$ cat src/tcb_pkg.sv
// Overview of operation
// - sixteen-bit counter reached as two byte registers
// - wide mode buffers high byte for atomic access
// - two-bit prescale field divides count clock
// - control bit picks capture unit time base
// - external clock synchronised unless disable bit set
// - source select; external counts rises after falling
// - special event trigger clears the counter
// - same trigger starts converter when enabled
// - compare value acts as counter period
// - software write beats simultaneous trigger reset
package tcb_pkg;

   // ----------
   // register map (byte addresses on the apb bus)
   // ----------
   localparam int         ADDR_W        = 8;
   localparam logic [7:0] OFS_CTRL      = 8'h00;   // counter control
   localparam logic [7:0] OFS_CNT_LOW   = 8'h04;   // count low byte
   localparam logic [7:0] OFS_CNT_HIGH  = 8'h08;   // count high byte
   localparam logic [7:0] OFS_IRQ_STAT  = 8'h0C;   // sticky event flags
   localparam logic [7:0] OFS_IRQ_MASK  = 8'h10;   // interrupt enables

   // ----------
   // field layouts and reset values
   // ----------
   localparam int         COUNT_W       = 16;
   localparam int         BYTE_W        = 8;
   localparam logic [15:0] COUNT_MAX    = 16'hFFFF;
   localparam logic [15:0] COUNT_ZERO   = 16'h0000;
   localparam logic [23:0] RDATA_PAD    = 24'h000000;  // upper read bits
   localparam logic [7:0] CTRL_RESET    = 8'h00;
   localparam logic [7:0] CTRL_WMASK    = 8'hBF;   // bit 6 reads zero
   localparam logic [7:0] IRQ_RESET     = 8'h00;
   localparam logic [7:0] IRQ_WMASK     = 8'h01;   // only overflow bit
   localparam int         IRQ_OVF_BIT   = 0;

   // control register layout, msb first
   typedef struct packed {
      logic       wide_access_enable;       // bit 7
      logic       unused_bit6;              // bit 6, reads zero
      logic [1:0] prescale_select;          // bits 5-4
      logic       capture_timebase_select;  // bit 3
      logic       ext_clock_sync_disable;   // bit 2
      logic       clock_source_select;      // bit 1
      logic       counter_run;              // bit 0
   } tcb_ctrl_s;

   // ----------
   // clock rates
   // ----------
   localparam int         FOSC_DIV      = 4;       // instruction clock
   localparam int         DIV_W         = 2;
   localparam logic [1:0] DIV_LAST      = DIV_W'(FOSC_DIV - 1);
   localparam int         PRESC_W       = 3;

   // prescale code to terminal count of the prescale counter
   function automatic logic [2:0] tcb_presc_last(input logic [1:0] sel);
      logic [2:0] res;
      res = 3'h0;
      unique case (sel)
         2'h0:    res = 3'h0;  // 1:1
         2'h1:    res = 3'h1;  // 1:2
         2'h2:    res = 3'h3;  // 1:4
         2'h3:    res = 3'h7;  // 1:8
      endcase
      return res;
   endfunction

endpackage

$ cat src/tcb_top.sv
// Implementation choices: the APB register port and the placing of the registers.
`timescale 1ns/1ps
// sixteen-bit timer/counter with apb register access
module tcb_top (
   // clock and reset
   input  wire logic                        clk,
   input  wire logic                        sys_rst,
   // apb slave
   input  wire logic                        psel,
   input  wire logic                        penable,
   input  wire logic                        pwrite,
   input  wire logic [tcb_pkg::ADDR_W-1:0]  paddr,
   input  wire logic [31:0]                 pwdata,
   output logic                             pready,
   output logic [31:0]                      prdata,
   output logic                             pslverr,
   // external count source
   input  wire logic                        external_count_pin,
   // capture/compare unit
   input  wire logic [tcb_pkg::COUNT_W-1:0] compare_value,
   input  wire logic                        compare_special_mode,
   input  wire logic [tcb_pkg::COUNT_W-1:0] other_timer_count,
   output logic [tcb_pkg::COUNT_W-1:0]      capture_timebase,
   output logic                             capture_timebase_select,
   // converter trigger
   input  wire logic                        adc_enable,
   output logic                             adc_start,
   // interrupt
   output logic                             irq
);
   import tcb_pkg::*;

   // ----------
   // state
   // ----------
   tcb_ctrl_s           ctrl_ff;       // control register
   logic [COUNT_W-1:0]  count_ff;      // the counter
   logic [BYTE_W-1:0]   high_buf_ff;   // wide-mode high byte buffer
   logic [COUNT_W-1:0]  snap_ff;       // count seen at setup phase
   logic [DIV_W-1:0]    div_ff;        // fosc/4 divider
   logic [PRESC_W-1:0]  presc_ff;      // prescale counter
   logic [7:0]          irq_stat_ff;   // sticky flags
   logic [7:0]          irq_mask_ff;   // flag enables
   logic                irq_ff;        // interrupt line
   logic                pready_ff;     // bus answer
   logic [31:0]         prdata_ff;     // read data
   logic                pslverr_ff;    // unmapped address
   logic [COUNT_W-1:0]  timebase_ff;   // selected time base
   logic                adc_start_ff;  // converter start pulse
   logic                ext_tick;      // external edge pulse

   // ----------
   // external clock front end
   // ----------
   tcb_ext_clk u_ext_clk (
      .clk                    (clk),
      .sys_rst                (sys_rst),
      .external_count_pin     (external_count_pin),
      .clock_source_select    (ctrl_ff.clock_source_select),
      .ext_clock_sync_disable (ctrl_ff.ext_clock_sync_disable),
      .ext_tick               (ext_tick)
   );

   // ----------
   // apb decode
   // ----------
   wire setup_ph  = psel & ~penable;            // first cycle
   wire access_ok = psel & penable & pready_ff; // completing edge
   wire wr_done   = access_ok & pwrite;
   wire rd_done   = access_ok & ~pwrite;

   wire hit_ctrl  = (paddr == OFS_CTRL);
   wire hit_low   = (paddr == OFS_CNT_LOW);
   wire hit_high  = (paddr == OFS_CNT_HIGH);
   wire hit_stat  = (paddr == OFS_IRQ_STAT);
   wire hit_mask  = (paddr == OFS_IRQ_MASK);
   wire hit_any   = hit_ctrl | hit_low | hit_high | hit_stat | hit_mask;

   wire [BYTE_W-1:0] wbyte = pwdata[BYTE_W-1:0];

   wire wr_ctrl   = wr_done & hit_ctrl;
   wire wr_low    = wr_done & hit_low;
   wire wr_high   = wr_done & hit_high;
   wire wr_stat   = wr_done & hit_stat;
   wire wr_mask   = wr_done & hit_mask;
   wire rd_low    = rd_done & hit_low;

   wire wide_mode = ctrl_ff.wide_access_enable;

   // ----------
   // read mux, sampled at the setup edge
   // ----------
   // high byte in wide mode comes from the buffer latched by a low read
   wire [BYTE_W-1:0] rd_high_byte = wide_mode ? high_buf_ff : count_ff[COUNT_W-1:BYTE_W];
   wire [BYTE_W-1:0] rd_byte =
      hit_ctrl ? (ctrl_ff & CTRL_WMASK) :
      hit_low  ? count_ff[BYTE_W-1:0] :
      hit_high ? rd_high_byte :
      hit_stat ? irq_stat_ff :
      hit_mask ? irq_mask_ff : 8'h00;

   // ----------
   // apb answer: one access cycle, no wait states
   // ----------
   always_ff @(posedge clk) begin
      if (sys_rst) begin
         pready_ff  <= 1'b0;
         prdata_ff  <= 32'h00000000;
         pslverr_ff <= 1'b0;
         snap_ff    <= COUNT_ZERO;
      end else begin
         pready_ff <= setup_ph;
         // capture answer and count snapshot while in setup
         if (setup_ph) begin
            prdata_ff  <= pwrite ? 32'h00000000 : {RDATA_PAD, rd_byte};
            pslverr_ff <= ~hit_any;
            snap_ff    <= count_ff;
         end
      end
   end

   // ----------
   // count clock: internal divider and prescaler
   // ----------
   wire div_tick  = (div_ff == DIV_LAST);
   // internal clock ignores the sync control bit entirely
   wire base_tick = ctrl_ff.clock_source_select ? ext_tick : div_tick;
   wire [PRESC_W-1:0] presc_last = tcb_presc_last(ctrl_ff.prescale_select);
   wire presc_wrap = (presc_ff == presc_last);
   wire count_wr   = wr_low | (wr_high & ~wide_mode);
   wire cnt_tick   = ctrl_ff.counter_run & base_tick & presc_wrap;

   // free-running fosc/4 divider
   always_ff @(posedge clk) begin
      if (sys_rst) begin
         div_ff <= '0;
      end else begin
         div_ff <= div_tick ? '0 : div_ff + 1'b1;
      end
   end

   // prescaler advances on base ticks, cleared by a count write
   always_ff @(posedge clk) begin
      if (sys_rst) begin
         presc_ff <= '0;
      end else if (count_wr) begin
         presc_ff <= '0;
      end else if (ctrl_ff.counter_run && base_tick) begin
         presc_ff <= presc_wrap ? '0 : presc_ff + 1'b1;
      end
   end

   // ----------
   // special event trigger from the compare match
   // ----------
   // unsynchronised external counting gives no reliable reset
   wire async_count = ctrl_ff.clock_source_select & ctrl_ff.ext_clock_sync_disable;
   wire period_hit  = (count_ff == compare_value);
   wire special_trig = compare_special_mode & ctrl_ff.capture_timebase_select
                       & period_hit & ~async_count;
   wire overflow    = cnt_tick & (count_ff == COUNT_MAX);

   // ----------
   // counter next value: write, then trigger, then increment
   // ----------
   logic [COUNT_W-1:0] nxt_count;
   always_comb begin
      nxt_count = count_ff;
      if (wr_low && wide_mode) begin
         nxt_count = {high_buf_ff, wbyte};
      end else if (wr_low) begin
         nxt_count = {count_ff[COUNT_W-1:BYTE_W], wbyte};
      end else if (wr_high && !wide_mode) begin
         nxt_count = {wbyte, count_ff[BYTE_W-1:0]};
      end else if (special_trig) begin
         nxt_count = COUNT_ZERO;
      end else if (cnt_tick) begin
         nxt_count = count_ff + 1'b1;
      end
   end

   // counter register
   always_ff @(posedge clk) begin
      if (sys_rst) begin
         count_ff <= COUNT_ZERO;
      end else begin
         count_ff <= nxt_count;
      end
   end

   // ----------
   // wide-mode high byte buffer
   // ----------
   // a low read latches the high byte seen with it; a high write parks
   always_ff @(posedge clk) begin
      if (sys_rst) begin
         high_buf_ff <= 8'h00;
      end else if (wide_mode && wr_high) begin
         high_buf_ff <= wbyte;
      end else if (wide_mode && rd_low) begin
         high_buf_ff <= snap_ff[COUNT_W-1:BYTE_W];
      end
   end

   // ----------
   // control register
   // ----------
   always_ff @(posedge clk) begin
      if (sys_rst) begin
         ctrl_ff <= tcb_ctrl_s'(CTRL_RESET);
      end else if (wr_ctrl) begin
         ctrl_ff <= tcb_ctrl_s'(wbyte & CTRL_WMASK);
      end
   end

   // ----------
   // interrupt status, mask and line
   // ----------
   wire [7:0] stat_set = {7'h00, overflow};
   wire [7:0] stat_clr = wr_stat ? (wbyte & IRQ_WMASK) : 8'h00;
   // a new event wins over a clear in the same cycle
   wire [7:0] nxt_stat = (irq_stat_ff & ~stat_clr) | stat_set;
   wire [7:0] nxt_mask = wr_mask ? (wbyte & IRQ_WMASK) : irq_mask_ff;

   // sticky flags and enables
   always_ff @(posedge clk) begin
      if (sys_rst) begin
         irq_stat_ff <= IRQ_RESET;
         irq_mask_ff <= IRQ_RESET;
         irq_ff      <= 1'b0;
      end else begin
         irq_stat_ff <= nxt_stat;
         irq_mask_ff <= nxt_mask;
         irq_ff      <= |(nxt_stat & nxt_mask);
      end
   end

   // ----------
   // capture unit time base and converter start
   // ----------
   // time base follows this counter or the other timer
   always_ff @(posedge clk) begin
      if (sys_rst) begin
         timebase_ff  <= COUNT_ZERO;
         adc_start_ff <= 1'b0;
      end else begin
         timebase_ff  <= ctrl_ff.capture_timebase_select ? nxt_count : other_timer_count;
         adc_start_ff <= special_trig & adc_enable;
      end
   end

   // ----------
   // outputs, all from flops
   // ----------
   assign pready                  = pready_ff;
   assign prdata                  = prdata_ff;
   assign pslverr                 = pslverr_ff;
   assign capture_timebase        = timebase_ff;
   assign capture_timebase_select = ctrl_ff.capture_timebase_select;
   assign adc_start               = adc_start_ff;
   assign irq                     = irq_ff;

endmodule

$ cat src/tcb_ext_clk.sv
`timescale 1ns/1ps
// external count input: pin synchroniser, first-fall arming, edge ticks
module tcb_ext_clk (
   // clock and reset
   input  wire logic clk,
   input  wire logic sys_rst,
   // pin and controls
   input  wire logic external_count_pin,
   input  wire logic clock_source_select,
   input  wire logic ext_clock_sync_disable,
   // count edge pulse
   output logic      ext_tick
);
   import tcb_pkg::*;

   // ----------
   // arming states
   // ----------
   typedef enum logic [1:0] {
      ST_ARM = 2'b01,   // waiting for the first falling edge
      ST_RUN = 2'b10    // rising edges now count
   } tcb_arm_e;

   logic     sync1_ff;     // first stage, read only by second
   logic     sync2_ff;     // second stage
   logic     sync3_ff;     // third stage
   logic     level_ff;     // agreed pin level
   logic     rise_sync_ff; // clock-aligned rising edge
   tcb_arm_e arm_ff;       // arming state
   tcb_arm_e nxt_arm;

   // agreed level moves only when stages two and three match
   wire agree     = (sync2_ff == sync3_ff);
   wire nxt_level = agree ? sync3_ff : level_ff;
   wire rise_raw  = nxt_level & ~level_ff;
   wire fall_raw  = ~nxt_level & level_ff;

   // three-flop pin synchroniser and level filter
   always_ff @(posedge clk) begin
      if (sys_rst) begin
         sync1_ff <= 1'b0;
         sync2_ff <= 1'b0;
         sync3_ff <= 1'b0;
         level_ff <= 1'b0;
      end else begin
         sync1_ff <= external_count_pin;
         sync2_ff <= sync1_ff;
         sync3_ff <= sync2_ff;
         level_ff <= nxt_level;
      end
   end

   // first fall arms counting; leaving external mode disarms
   always_comb begin
      nxt_arm = arm_ff;
      unique case (arm_ff)
         ST_ARM: if (clock_source_select && fall_raw) nxt_arm = ST_RUN;
         ST_RUN: if (!clock_source_select) nxt_arm = ST_ARM;
         default: nxt_arm = ST_ARM;  // illegal code recovers
      endcase
   end

   // state and aligned edge registers
   always_ff @(posedge clk) begin
      if (sys_rst) begin
         arm_ff       <= ST_ARM;
         rise_sync_ff <= 1'b0;
      end else begin
         arm_ff       <= nxt_arm;
         rise_sync_ff <= rise_raw;
      end
   end

   // synchronised path adds an aligning flop, otherwise raw edge
   wire armed = (arm_ff == ST_RUN) & clock_source_select;
   assign ext_tick = armed & (ext_clock_sync_disable ? rise_raw : rise_sync_ff);

endmodule

$ cat config.mk
export PLATFORM = sky130hd
export DESIGN_NAME = tcb_top
export DESIGN_NICKNAME = d
export VERILOG_FILES = /design/src/tcb_pkg.sv /design/src/tcb_top.sv /design/src/tcb_ext_clk.sv
export SDC_FILE = /design/constraint.sdc
export NUM_CORES = 1
export LEC_CHECK = 0
export ABC_AREA = 1
export CORE_ASPECT_RATIO = 1.75
export CORE_MARGIN = 2
export CORE_UTILIZATION = 60
export DETAILED_ROUTE_END_ITERATION = 8
export DONT_BUFFER_PORTS = 1
export HOLD_SLACK_MARGIN = 0.02
export PLACE_DENSITY = 0.76
export SLEW_MARGIN = 10
export SYNTH_ARGS = -nofsm -noshare
export SYNTH_HDL_FRONTEND = slang
export SYNTH_SLANG_ARGS = --single-unit
$ cat constraint.sdc
create_clock -name clk -period 2.45 [get_ports clk]
set_clock_uncertainty 0.1 [all_clocks]
set_input_delay 0.735 -clock clk [delete_from_list [all_inputs] [get_ports clk]]
set_output_delay 0.735 -clock clk [all_outputs]
set_load 0.03 [all_outputs]
==> reports/results.txt <==
DR iter-0 viols: 400
CTS resizes: 0
min cycle time layout: 2.19 ns
synth unique cells: 47
register area share after synthesis: 33.3%
Int Pwr: 2.28 mW
clock root buffer: clkbuf_16
routed length per instance: 16.5 µm
max incr delay on CP: 0.49 ns
layout cells sized above 1: 10.6%
Pins Over Slew Limit: 0
Worst Setup Start Kind: register
cell area after synthesis: 4870 µm²
CP Max Fanout: 6
cells after synthesis: 748
io pins: 133
GPL Wtd Cong: 0.927
WL final: 13900 µm
largest net degree at the start of global routing: 50
pwr dens: 576 nW/µm²
CP dominant cell by count: nand2_1
register area: 1620 µm²
Clock Latency Late Sink: 0.34 ns
final hold viol count: 0
Setup CP Type: reg2reg
Max Cap Viol: 0
Leak: 2.26 nW
CP Data Arrival Time: 2.33 ns
DRC: 0
cells along the critical path: ha_1, inv_1, nor2_1, nand2_1, xor2_1, nand2_1, nand2_1, o21bai_1, nand2_1, nand3_1, nand2_1, inv_1
antenna violations before repair: 0
synth warn: 0
Reg power frac: 46.7%
Critical Path End Type: register
Avg Vias per Cell: 5.71
Fmax: 456 MHz
Starting Density: 61.6%
first-pass GRT wire length: 22000 µm
final period utilization: 89.4%
Final setup viols: 0
Setup Buffers After CTS: 0
die width: 72.1 µm
Psw: 0.694 mW
Die Span Y: 123 µm
Detail Placement HPWL: 10800 µm
Num Clock Sinks: 81
syn avg cell area: 6.51 µm²
setup TNS: 0 ns
multi-input logic area: 2640 µm²
Max H-tree Level: 3
fin nets: 831
fillers: 743
Via Count: 4805
Logic pwr share: 5.5%
CTS tree: done
Post-synth EDFFs: 0
sw frac: 23.3%
commonest non-fill, non-tap cell in the layout: nand2_1
CTS max path bufs: 2
vias in the first global route: 4560
Seq cells post-synth: 81
global route total overflow: 0
RSZ-0062 raised after global routing: false
CTS Buf Count: 9
num rows: 43
slowest CP cell: dfxtp_1
Placement Setup Slack: 0.0993 ns
drt pass-1 iters: 5
status: finished, final reports clean
Peak VDD IR: 0.504 mV
layout overhead on the synthesized area: 6.16%
HP Class: reg2reg
Worst EP required: 2.59 ns
final worst slack: 0.259 ns
Top delay family on crit path: simple AND/OR/NAND/NOR gates
ANT nets after route: 0
Core Region: 7910 µm²
most frequent cells in the layout: nand2_1, inv_1, dfxtp_1, nor2_1, o21ai_0
Inserted Diodes: 0
Post-CTS Hold Buffers: 0
Die ar.: 8890 µm²
Clock transition at path regs: 0.06 ns
ys flop type: dfxtp_1
CP Buf/Inv Count: 2
GRT Total Usage: 32.6%
# port buffers: 0
asr flop ratio synth: 0%
power share of the clock group: 47.8%
per-stage QoR:
step	util (%)	power, mW	cells	area [µm²]	hold WS, ns
floorplan	-	1.59	771	4960	0.288
global placement	61.5	1.58	827	4860	0.298
detailed placement	61.5	1.58	827	4860	0.299
CTS	65.4	3.00	842	5170	0.309
global route	65.4	3.07	842	5170	0.334
finish	65.4	2.98	842	5170	0.304
registers in the layout, indices dropped and copies added (netlist names), 2 cells and up:
signal            flops
capture_timebase     16
count_ff             16
ctrl_ff               5
div_ff                2
high_buf_ff           8
prdata                8
presc_ff              3
snap_ff               8
u_ext_clk.arm_ff      2
worst reg2reg max path, cell delays in order, from the launching register on:
cell and delay [ns]:
dfxtp_1 0.49, ha_1 0.22, inv_1 0.06, nor2_1 0.33, nand2_1 0.15, xor2_1 0.16
nand2_1 0.06, nand2_1 0.06, o21bai_1 0.07, nand2_1 0.08, nand3_1 0.16, nand2_1 0.11
inv_1 0.04
cell usage after synthesis (2+ instances only):
master | n | area [µm²]
clkbuf_1 | 11 | 41.3
nand2_2 | 9 | 56.3
o21ai_2 | 3 | 26.3
dfxtp_1 | 81 | 1620
nor2_2 | 6 | 37.5
o221ai_1 | 5 | 43.8
nand4_1 | 17 | 106
nand3_2 | 6 | 60.1
buf_2 | 8 | 40.0
ha_1 | 3 | 37.5
nor3_1 | 9 | 45.0
nand3_1 | 43 | 215
xor2_1 | 4 | 35.0
nor2_4 | 7 | 78.8
nor2_1 | 74 | 278
a21oi_2 | 4 | 35.0
o21ai_0 | 54 | 270
buf_4 | 26 | 195
a21oi_1 | 50 | 250
nand2_1 | 197 | 739
o211ai_1 | 5 | 37.5
o21ai_1 | 3 | 15.0
buf_6 | 3 | 33.8
nor4_1 | 2 | 12.5
nor3b_1 | 2 | 15.0
inv_1 | 86 | 323
nor2_8 | 2 | 40.0
inv_2 | 9 | 33.8
layout make-up:
cell class                      instances  share of cell area (%)
Clock buffer                           11                    4.50
Tap cell                               90                    2.18
Clock inverter                          4                    1.50
Sequential cell                        81                    31.3
Timing Repair Buffer                   16                    2.32
Inverter                               97                    7.06
Multi-Input combinational cell        543                    51.1
cells by family (layout without fill, tap and decap cells):
group / Yosys count / after routing / share of synthesized area [%]
AND/OR/NAND/NOR: 380 / 380 / 35.6
XOR/XNOR: 5 / 5 / 0.899
AO/OA/AOI/OAI: 131 / 131 / 15.1
other: 1 / 24 / 0.0770
flip-flops: 81 / 81 / 33.3
adder cells (fa/ha/maj): 3 / 3 / 0.770
buffers and inverters: 147 / 128 / 14.3
power groups by stage:
stage                     registers [mW]  clock network (mW)  logic [mW]
after floorplan                     1.42                   0       0.174
after global placement              1.42                   0       0.157
after detailed placement            1.42                   0       0.162
after CTS                           1.39                1.44       0.163
after global routing                1.39                1.49       0.184
final                               1.39                1.42       0.163
path summary, 6_finish.rpt:
check / startpoint / end / slack [ns] / cells after the start
worst max-delay path: count_ff[0]$_SDFF_PP0_ / capture_timebase[8]$_SDFF_PP0_ / 0.26 / 12
worst min-delay path: u_ext_clk.sync1_ff$_SDFF_PP0_ / u_ext_clk.sync2_ff$_SDFF_PP0_ / 0.30 / 2
worst max register to register: count_ff[0]$_SDFF_PP0_ / capture_timebase[8]$_SDFF_PP0_ / 0.26 / 12
worst min register to register: u_ext_clk.sync1_ff$_SDFF_PP0_ / u_ext_clk.sync2_ff$_SDFF_PP0_ / 0.30 / 2
layer usage:
metal,vias to the layer above,track usage [%],share of wire (%)
met2,221,57.3,51
met5,-,0,0
met1,2165,33.4,36
li1,2352,-,-
met4,0,22.6,6.4
met3,67,7.33,6.7
No activity file was read; power rests on OpenSTA's default activity.
